$ cat config.mk
export PLATFORM = sky130hd
export DESIGN_NAME = svf_deserializer_flat
export DESIGN_NICKNAME = d
export VERILOG_FILES = /design/src/svf_pkg.sv /design/src/svf_link_if.sv /design/src/svf_deserializer.sv /design/src/flat_wrapper.sv
export SDC_FILE = /design/constraint.sdc
export NUM_CORES = 1
export LEC_CHECK = 0
export BUFFER_PORTS_ARGS = -buffer_cell sky130_fd_sc_hd__buf_2
export CELL_PAD_IN_SITES_DETAIL_PLACEMENT = 0
export CELL_PAD_IN_SITES_GLOBAL_PLACEMENT = 1
export CORE_MARGIN = 2
export CORE_UTILIZATION = 45
export DETAILED_ROUTE_END_ITERATION = 10
export PLACE_DENSITY = 0.78
export SYNTH_ARGS = -nofsm -noshare
export SYNTH_HDL_FRONTEND = slang
export SYNTH_SLANG_ARGS = --single-unit
$ cat constraint.sdc
create_clock -name sys_clk_in -period 7.1 [get_ports sys_clk_in]
set_input_delay 0.71 -clock sys_clk_in [delete_from_list [all_inputs] [get_ports sys_clk_in]]
set_output_delay 0.71 -clock sys_clk_in [all_outputs]
set_load 0.02 [all_outputs]
$ cat src/svf_pkg.sv
// Shared constants, types and word helpers for the serial video word framer
package svf_pkg;

  // ----------------------------------------------------------------------
  // Word geometry
  // ----------------------------------------------------------------------
  localparam int unsigned SVF_WORD_MAX = 20;
  localparam int unsigned SVF_DATA_MAX = 16;
  typedef logic [SVF_WORD_MAX-1:0] svf_word_t;
  typedef logic [SVF_DATA_MAX-1:0] svf_data_t;

  // Parallel width select codes; any code with bit 2 set means 18
  localparam logic [2:0] SVF_PW_10 = 3'h0;
  localparam logic [2:0] SVF_PW_12 = 3'h1;
  localparam logic [2:0] SVF_PW_14 = 3'h2;
  localparam logic [2:0] SVF_PW_16 = 3'h3;
  localparam logic [2:0] SVF_PW_18 = 3'h5;

  localparam logic [4:0] SVF_PW_BASE  = 5'h0a;
  localparam logic [4:0] SVF_PW_WIDE  = 5'h12;
  localparam logic [4:0] SVF_ENC_BITS = 5'h02;
  localparam logic [4:0] SVF_PAR_BITS = 5'h02;

  // Encoding bit values, identical on both ends
  localparam logic SVF_ENC0 = 1'b1;
  localparam logic SVF_ENC1 = 1'b0;

  // PRBS7 history length before errors are counted
  localparam logic [2:0] SVF_PRBS_FILL = 3'h7;
  localparam logic [6:0] SVF_PRBS_SEED = 7'h7f;

  // ----------------------------------------------------------------------
  // Deserializer register map
  // ----------------------------------------------------------------------
  localparam logic [7:0] SVF_OFS_CONFIG   = 8'h00;
  localparam logic [7:0] SVF_OFS_ERR_CTRL = 8'h01;
  localparam logic [7:0] SVF_OFS_THR_LO   = 8'h08;
  localparam logic [7:0] SVF_OFS_THR_HI   = 8'h09;
  localparam logic [7:0] SVF_OFS_PERR_LO  = 8'h0a;
  localparam logic [7:0] SVF_OFS_PERR_HI  = 8'h0b;
  localparam logic [7:0] SVF_OFS_PRBS_ERR = 8'h0c;
  localparam logic [7:0] SVF_OFS_FLAGS    = 8'h0d;
  localparam logic [7:0] SVF_OFS_IRQ_STAT = 8'h0e;
  localparam logic [7:0] SVF_OFS_IRQ_MASK = 8'h0f;

  localparam logic [7:0] SVF_RST_CONFIG = 8'h05;
  localparam logic [7:0] SVF_RST_THR_LO = 8'h10;
  localparam logic [7:0] SVF_RST_THR_HI = 8'h00;

  // Config field positions
  localparam int unsigned SVF_CFG_PAR  = 3;
  localparam int unsigned SVF_CFG_PRBS = 4;

  // Interrupt status bits
  localparam int unsigned SVF_IRQ_PARITY = 0;
  localparam int unsigned SVF_IRQ_FRAME  = 1;
  localparam int unsigned SVF_IRQ_THRESH = 2;
  localparam int unsigned SVF_IRQ_PRBS   = 3;

  // ----------------------------------------------------------------------
  // Word helpers
  // ----------------------------------------------------------------------
  function automatic logic [4:0] svf_par_width(input logic [2:0] sel);
    return sel[2] ? SVF_PW_WIDE : SVF_PW_BASE + {2'h0, sel[1:0], 1'b0};
  endfunction

  // No parity format exists for the 18-bit width
  function automatic logic svf_par_on(input logic [2:0] sel,
                                      input logic       pen);
    return pen & ~sel[2];
  endfunction

  function automatic logic [4:0] svf_word_len(input logic [2:0] sel,
                                              input logic       pen);
    return svf_par_width(sel) + SVF_ENC_BITS +
           (svf_par_on(sel, pen) ? SVF_PAR_BITS : 5'h00);
  endfunction

  function automatic svf_data_t svf_data_mask(input logic [2:0] sel);
    case (sel)
      SVF_PW_10: return 16'h00ff;
      SVF_PW_12: return 16'h03ff;
      SVF_PW_14: return 16'h0fff;
      SVF_PW_16: return 16'h3fff;
      default:   return 16'hffff;
    endcase
  endfunction

  function automatic svf_word_t svf_build(input logic [2:0] sel,
                                          input logic       pen,
                                          input logic       hs,
                                          input logic       vs,
                                          input svf_data_t  data);
    svf_data_t d;
    logic      p;
    d = data & svf_data_mask(sel);
    p = ^{hs, vs, d};
    if (svf_par_on(sel, pen)) begin
      return {d[13:0], vs, hs, SVF_ENC1, SVF_ENC0, ~p, p};
    end
    return {d, vs, hs, SVF_ENC1, SVF_ENC0};
  endfunction

endpackage

$ cat src/svf_link_if.sv
// Serial link between serializer and deserializer, one bit per clock
`timescale 1ns/1ps
interface svf_link_if;
  logic serial_bit;
  logic word_start;

  modport ser (output serial_bit, output word_start);
  modport des (input serial_bit, input word_start);
endinterface

$ cat src/svf_deserializer.sv
// Deserializer end: word recovery, error counters and register file
//
// Implementation choice: strobed register access.
`timescale 1ns/1ps
// How it works
// - Sixteen-bit parity threshold, two bytes, default 16
// - Sixteen-bit video parity error counter, two bytes
// - Eight-bit PRBS bit error count, reset zero
// - Five link error flags, top bits zero
// - Word holds video bits plus both syncs
// - Length is width, two encode, plus two parity when on
// - Bits travel least significant first
// - Plain order: encode, encode, hsync, vsync, data
// - Plain widths 18 to 10 give 20 to 12
// - Parity order: parity, companion, encode, syncs, data
// - Parity widths 16 to 10; none at 18
// - Bit clock is pixel rate times length
// - Width, parity and rates set at startup
// - Controller retunes both ends in one session
// - Reads clear counts unless auto reset set
module svf_deserializer
  import svf_pkg::*;
(
  input  wire logic       sys_clk_in,
  input  wire logic       rst_b_in,
  svf_link_if.des         link,
  input  wire logic [7:0] reg_addr_in,
  input  wire logic [7:0] reg_wdata_in,
  input  wire logic       reg_wr_in,
  input  wire logic       reg_rd_in,
  output logic [7:0]      reg_rdata_out,
  input  wire logic [4:0] link_err_in,
  output svf_data_t       video_out,
  output logic            hsync_out,
  output logic            vsync_out,
  output logic            pixel_valid_out,
  output logic            irq_out
);

  // ----------------------------------------------------------------------
  // State
  // ----------------------------------------------------------------------
  typedef struct packed {
    logic [7:0]  cfg;
    logic        auto_error_reset;
    logic [15:0] thr;
    logic [15:0] perr;
    logic [7:0]  perr_hi;
    logic [7:0]  prbs_cnt;
    logic [4:0]  flags;
    logic [3:0]  stat;
    logic [3:0]  mask;
    logic [7:0]  rdata;
    logic [4:0]  cnt;
    svf_word_t   sh;
    logic        done;
    logic [6:0]  hist;
    logic [2:0]  fill;
    svf_data_t   video;
    logic        hs;
    logic        vs;
    logic        pvalid;
  } svf_des_st_t;

  svf_des_st_t s_q;
  svf_des_st_t s_d;

  assign reg_rdata_out   = s_q.rdata;
  assign video_out       = s_q.video;
  assign hsync_out       = s_q.hs;
  assign vsync_out       = s_q.vs;
  assign pixel_valid_out = s_q.pvalid;
  assign irq_out         = |(s_q.stat & s_q.mask);

  // ----------------------------------------------------------------------
  // Register read mux
  // ----------------------------------------------------------------------
  function automatic logic [7:0] rd_mux(input svf_des_st_t s,
                                        input logic [7:0]  a);
    case (a)
      SVF_OFS_CONFIG:   return s.cfg;
      SVF_OFS_ERR_CTRL: return {7'h00, s.auto_error_reset};
      SVF_OFS_THR_LO:   return s.thr[7:0];
      SVF_OFS_THR_HI:   return s.thr[15:8];
      SVF_OFS_PERR_LO:  return s.perr[7:0];
      SVF_OFS_PERR_HI:  return s.perr_hi;
      SVF_OFS_PRBS_ERR: return s.prbs_cnt;
      SVF_OFS_FLAGS:    return {3'h0, s.flags};
      SVF_OFS_IRQ_STAT: return {4'h0, s.stat};
      SVF_OFS_IRQ_MASK: return {4'h0, s.mask};
      default:          return 8'h00;
    endcase
  endfunction

  // ----------------------------------------------------------------------
  // Next state
  // ----------------------------------------------------------------------
  always_comb begin
    logic [2:0] sel;
    logic       pon;
    logic       prbs;
    logic [4:0] len;
    svf_data_t  d;
    logic       hs;
    logic       vs;
    logic       frame_err;
    logic       par_err;
    logic       inc;
    logic       prbs_err;
    logic       rd_clr;
    logic [15:0] perr_nx;
    logic [3:0] ev;
    logic [3:0] clr;
    s_d      = s_q;
    inc      = 1'b0;
    perr_nx  = s_q.perr;
    ev       = 4'h0;
    sel      = s_q.cfg[2:0];
    prbs     = s_q.cfg[SVF_CFG_PRBS];
    pon      = svf_par_on(sel, s_q.cfg[SVF_CFG_PAR]);
    len      = svf_word_len(sel, s_q.cfg[SVF_CFG_PAR]);
    d        = '0;
    hs       = 1'b0;
    vs       = 1'b0;
    frame_err = 1'b0;
    par_err  = 1'b0;
    prbs_err = 1'b0;
    rd_clr   = reg_rd_in & ~s_q.auto_error_reset;
    clr      = 4'h0;
    s_d.done   = 1'b0;
    s_d.pvalid = 1'b0;
    s_d.rdata  = 8'h00;

    // Collect bits, first bit at position zero
    if (link.word_start) begin
      s_d.sh  = {19'h0, link.serial_bit};
      s_d.cnt = 5'h01;
    end else if (s_q.cnt != 5'h00) begin
      s_d.sh[s_q.cnt] = link.serial_bit;
      s_d.cnt = s_q.cnt + 5'h01;
    end
    if ((link.word_start || s_q.cnt != 5'h00) && s_d.cnt == len) begin
      s_d.cnt  = 5'h00;
      s_d.done = 1'b1;
    end

    // Decode a finished word
    if (pon) begin
      hs = s_q.sh[4];
      vs = s_q.sh[5];
      d  = {2'h0, s_q.sh[19:6]} & svf_data_mask(sel);
      frame_err = (s_q.sh[2] != SVF_ENC0) || (s_q.sh[3] != SVF_ENC1);
      par_err = (s_q.sh[0] != ^{hs, vs, d}) ||
                (s_q.sh[1] == s_q.sh[0]);
    end else begin
      hs = s_q.sh[2];
      vs = s_q.sh[3];
      d  = s_q.sh[19:4] & svf_data_mask(sel);
      frame_err = (s_q.sh[0] != SVF_ENC0) || (s_q.sh[1] != SVF_ENC1);
    end
    if (s_q.done && !prbs) begin
      s_d.video  = d;
      s_d.hs     = hs;
      s_d.vs     = vs;
      s_d.pvalid = 1'b1;
    end
    frame_err = frame_err & s_q.done & ~prbs;
    inc       = par_err & s_q.done & ~prbs;

    // PRBS7 self-synchronising check on every received bit
    if (!prbs) begin
      s_d.fill = 3'h0;
    end else if (link.word_start || s_q.cnt != 5'h00) begin
      prbs_err = (s_q.fill == SVF_PRBS_FILL) &&
                 (link.serial_bit != (s_q.hist[6] ^ s_q.hist[5]));
      s_d.hist = {s_q.hist[5:0], link.serial_bit};
      if (s_q.fill != SVF_PRBS_FILL) begin
        s_d.fill = s_q.fill + 3'h1;
      end
    end

    // Parity error counter; an error in the clearing cycle is kept
    perr_nx = s_q.perr;
    if (rd_clr && reg_addr_in == SVF_OFS_PERR_LO) begin
      perr_nx = 16'h0000;
    end
    if (reg_rd_in && reg_addr_in == SVF_OFS_PERR_LO) begin
      s_d.perr_hi = s_q.perr[15:8];
    end
    if (inc && perr_nx != 16'hffff) begin
      perr_nx = perr_nx + 16'h0001;
    end
    s_d.perr = perr_nx;

    if (rd_clr && reg_addr_in == SVF_OFS_PRBS_ERR) begin
      s_d.prbs_cnt = {7'h00, prbs_err};
    end else if (prbs_err && s_q.prbs_cnt != 8'hff) begin
      s_d.prbs_cnt = s_q.prbs_cnt + 8'h01;
    end

    if (rd_clr && reg_addr_in == SVF_OFS_FLAGS) begin
      s_d.flags = link_err_in;
    end else begin
      s_d.flags = s_q.flags | link_err_in;
    end

    // Register writes
    if (reg_wr_in) begin
      case (reg_addr_in)
        SVF_OFS_CONFIG:   s_d.cfg = reg_wdata_in;
        SVF_OFS_ERR_CTRL: s_d.auto_error_reset = reg_wdata_in[0];
        SVF_OFS_THR_LO:   s_d.thr[7:0] = reg_wdata_in;
        SVF_OFS_THR_HI:   s_d.thr[15:8] = reg_wdata_in;
        SVF_OFS_IRQ_STAT: clr = reg_wdata_in[3:0];
        SVF_OFS_IRQ_MASK: s_d.mask = reg_wdata_in[3:0];
        default:          s_d.mask = s_q.mask;
      endcase
    end
    if (reg_rd_in) begin
      s_d.rdata = rd_mux(s_q, reg_addr_in);
    end

    // Sticky events; a new event outranks the write-one clear
    ev[SVF_IRQ_PARITY] = inc;
    ev[SVF_IRQ_FRAME]  = frame_err;
    ev[SVF_IRQ_THRESH] = inc && (perr_nx == s_q.thr);
    ev[SVF_IRQ_PRBS]   = prbs_err;
    s_d.stat = (s_q.stat & ~clr) | ev;
  end

  always_ff @(posedge sys_clk_in or negedge rst_b_in) begin
    if (!rst_b_in) begin
      s_q     <= '0;
      s_q.cfg <= SVF_RST_CONFIG;
      s_q.thr <= {SVF_RST_THR_HI, SVF_RST_THR_LO};
      s_q.hist <= SVF_PRBS_SEED;
    end else begin
      s_q <= s_d;
    end
  end

endmodule

$ cat src/flat_wrapper.sv
// flat-port wrapper written by rule: the top's interface ports become plain ports
module svf_deserializer_flat import svf_pkg::*;
  (sys_clk_in, rst_b_in, reg_addr_in, reg_wdata_in, reg_wr_in, reg_rd_in, reg_rdata_out, link_err_in, video_out, hsync_out, vsync_out, pixel_valid_out, irq_out, link_serial_bit, link_word_start);
  svf_link_if link_i ();
  input  wire logic sys_clk_in;
  input  wire logic rst_b_in;
  input  wire logic [7:0] reg_addr_in;
  input  wire logic [7:0] reg_wdata_in;
  input  wire logic reg_wr_in;
  input  wire logic reg_rd_in;
  output logic [7:0] reg_rdata_out;
  input  wire logic [4:0] link_err_in;
  output svf_data_t video_out;
  output logic hsync_out;
  output logic vsync_out;
  output logic pixel_valid_out;
  output logic irq_out;
  input wire logic [$bits(link_i.serial_bit)-1:0] link_serial_bit;
  input wire logic [$bits(link_i.word_start)-1:0] link_word_start;
  assign link_i.serial_bit = link_serial_bit;
  assign link_i.word_start = link_word_start;
  svf_deserializer u_core (.sys_clk_in(sys_clk_in), .rst_b_in(rst_b_in), .link(link_i), .reg_addr_in(reg_addr_in), .reg_wdata_in(reg_wdata_in), .reg_wr_in(reg_wr_in), .reg_rd_in(reg_rd_in), .reg_rdata_out(reg_rdata_out), .link_err_in(link_err_in), .video_out(video_out), .hsync_out(hsync_out), .vsync_out(vsync_out), .pixel_valid_out(pixel_valid_out), .irq_out(irq_out));
endmodule
==> metrics.cfg <==
[synth]
synthFlopType = dfrtp_1
ys_types = 62
synth_cells = 758
synth_warnings = 0
netlist_area_um2 = 7320
synth_seq_cells = 133
synth_edf_count = 0
syn_area_per_cell_um2 = 9.66
synth_nets = 799
ys_seq_area_share_pct = 45.6
async_reset_ff_share_pct = 100

[outcome]
status = finished, final reports clean

[sta]
setup_viol = 0
worst_pin_slew_ns = 0.882
drv_slew = 0
max_freq_ghz = 0.218
slew_headroom_pct = 41.2
holdWs_ns = 0.279
fin_ws_ns = 2.51
hold_violations = 0
fin_setup_tns_ns = 0
fin_crit_sh_pct = 64.7
fin_crit_ns = 4.59
rsz0062_at_grt = false
worst_clock_skew_ns = 0.00792

[cts]
cts.htree.levels = 4
clkTransAtPathRegs_ns = 0.06
cts_tree = built
cts-hold-fix-buffers = 0
clock_latency_ns = 0.43
cts-buffers-inserted = 17
cts_buffer_depth = 2
clock_sinks = 133
cts-resized-gates = 0
root_buffer = clkbuf_16
cts_setup_buffers = 0

[grt]
grt_max_degree = 69
grt_pass1_wl_um = 30300
antenna_found_initial = 1
overflow = 0
grt_pass1_vias = 5524
grt.total_usage_pct = 22.4

[routing]
drtIter0Drc = 504
drc = 0
dr.pass1.iters = 6
wirelength_um = 19100
postRouteAntennaNets = 0
vias = 5790
routedWlPerCell_um = 19.1
via_per_inst = 5.77

[setup_path]
crit_chain = buf_2 -> or3b_2 -> or3_1 -> and2_1 -> ha_1 -> nand4_1 -> or4_1 -> nor3b_1 -> buf_4 -> a21oi_1 -> nor4_1 -> o211ai_1 -> nor4bb_1 -> nand4_1 -> o21ai_1
crit_type = in -> reg
endpoint_kind = flip-flop
cp_common_cell = nand4_1
crit_path_max_fanout = 21
slowest_delay_ns = 0.58
cp.required_ns = 7.45
critPathArrivalTime_ns = 4.94
ff2ff_path_depth = 14
cp-start-kind = input pin
slowest_stage = or4_1

[pwr]
power_density_nw_per_um2 = 261
power.leakage_nw = 3.68
irDropWorstVdd_mv = 0.201

[placed_design]
place_congestion = 0.918
dp_hpwl_um = 13800
place_ws_ns = 2.15
port_buffers = 54

[die]
die_y_um = 132
core_um2 = 15900
pin_count = 55
die_area_um2 = 17300
die_x_um = 132
row_count = 46
start_util_pct = 46.1

[cells_and_area]
area_growth_pct = 11.7
fin_nets = 816
layout-drive-gt1-share_pct = 18.9
n_antenna_cell = 0
post-route-util_pct = 51.5
fillers = 1496

[hold_path]
min_path_type = in -> async

[run]
drv_cap = 0

## per-stage QoR
stage          area [um2]  power, mW  std cells
2_1_floorplan        7320       1.15        758
3_3_place_gp         7580       1.23        972
3_5_place_dp         7580       1.24        972
4_1_cts              8180       2.14       1003
5_1_grt              8180       2.22       1003
6_report             8180       2.13       1003
## power by group
group	internal, mW	switching (mW)	total, mW
sequential	0.821	0.0581	0.879
combinational	0.133	0.218	0.351
clock	0.559	0.342	0.901
total	1.51	0.618	2.13
## worst paths after layout
path,from,end,slack (ns)
setup / recovery,reg_addr_in[0],u_core.s_q[69],2.51
hold / removal,rst_b_in,u_core.reg_rdata_out[7],0.28
setup reg to reg,u_core.s_q[124],u_core.s_q[69],2.70
hold reg to reg,u_core.s_q[23],u_core.s_q[24],0.46
max in group asynchronous,rst_b_in,u_core.s_q[104],5.48
min in group sys_clk_in,u_core.s_q[23],u_core.s_q[24],0.46
## Yosys cell counts, drive strengths merged (3+ instances only)
cell type / instances / area [um2]
dfrtp: 123 / 3080
nand2: 107 / 402
nor2: 68 / 255
mux2: 41 / 462
nand3: 37 / 185
a21oi: 36 / 184
clkbuf: 33 / 124
mux2i: 29 / 290
buf: 27 / 194
o21ai: 27 / 135
xnor2: 26 / 228
xor2: 21 / 184
ha: 14 / 175
inv: 14 / 52.6
a31oi: 12 / 75.1
dfstp: 10 / 263
nor3: 10 / 55.1
a21o: 9 / 67.6
a22oi: 9 / 67.6
and3: 9 / 61.3
nand4: 8 / 50.1
and2: 6 / 37.5
nand2b: 6 / 37.5
nor2b: 6 / 37.5
o31ai: 5 / 37.5
or4: 5 / 37.5
nand3b: 4 / 30.0
nor4: 4 / 25.0
o22ai: 4 / 25.0
a221oi: 3 / 26.3
a222oi: 3 / 30.0
a22o: 3 / 26.3
and4: 3 / 26.3
nor3b: 3 / 22.5
nor4b: 3 / 38.8
o311ai: 3 / 26.3
or3: 3 / 18.8
or4b: 3 / 33.8
## metal layers
layer  vias up  wire length (um)  share of wire, %  GRT usage (%)
li1       2680                 -                 -              -
met1      2853              9140                48           32.8
met2       222              8280                43           32.7
met3        35              1260               6.6           5.02
met4         0               435               2.3           7.97
met5         -                 0                 0              0
## layout by cell type, fill, tap and decap left out, types with 9 or more instances in the layout
master / Yosys / routed
nor2_1: 68 / 68
xnor2_1: 26 / 26
nor3_1: 9 / 9
a21o_1: 9 / 9
clkbuf_16: 0 / 17
inv_1: 14 / 14
o21ai_0: 25 / 25
mux2i_1: 29 / 29
nand3_1: 37 / 37
mux2_2: 41 / 41
nand2_1: 107 / 107
buf_2: 2 / 53
dfstp_2: 10 / 10
dfrtp_1: 123 / 123
ha_1: 14 / 14
a22oi_1: 9 / 9
a21oi_1: 35 / 35
a31oi_1: 12 / 12
xor2_1: 21 / 21
## cell families (layout without fill, tap and decap cells)
group / count (synthesis) / count (layout) / share of synthesized area, %
AND/OR/NAND/NOR: 291 / 291 / 19.2
multiplexers: 70 / 70 / 10.3
adder cells (fa/ha/maj): 14 / 14 / 2.39
buffers and inverters: 76 / 105 / 5.16
AO/OA/AOI/OAI: 124 / 124 / 10.7
XOR/XNOR: 50 / 50 / 6.60
flip-flops: 133 / 133 / 45.6
## flip-flops by register name, summed over array words and instances (netlist names)
name / count
u_core.s_q: 106
u_core.hsync_out: 1
u_core.pixel_valid_out: 1
u_core.vsync_out: 1
u_core.video_out: 16
u_core.reg_rdata_out: 8
## cell type report
| type | instances | area [um2] | area share (%) |
|---|---|---|---|
| Timing Repair Buffer | 58 | 307 | 3.75 |
| Clock inverter | 12 | 154 | 1.88 |
| Multi-Input combinational cell | 549 | 3600 | 44.0 |
| Sequential cell | 133 | 3340 | 40.9 |
| Tap cell | 216 | 270 | 3.31 |
| Inverter | 16 | 60.1 | 0.735 |
| Clock buffer | 19 | 443 | 5.42 |
## worst max-delay path, delay by kind of cell
kind | cells | cell delay (ns)
adder cells (fa/ha/maj) | 1 | 0.24
buffers and inverters | 2 | 0.63
AO/OA/AOI/OAI | 3 | 0.36
AND/OR/NAND/NOR | 9 | 2.99
Power figures use the tool's default switching activity.
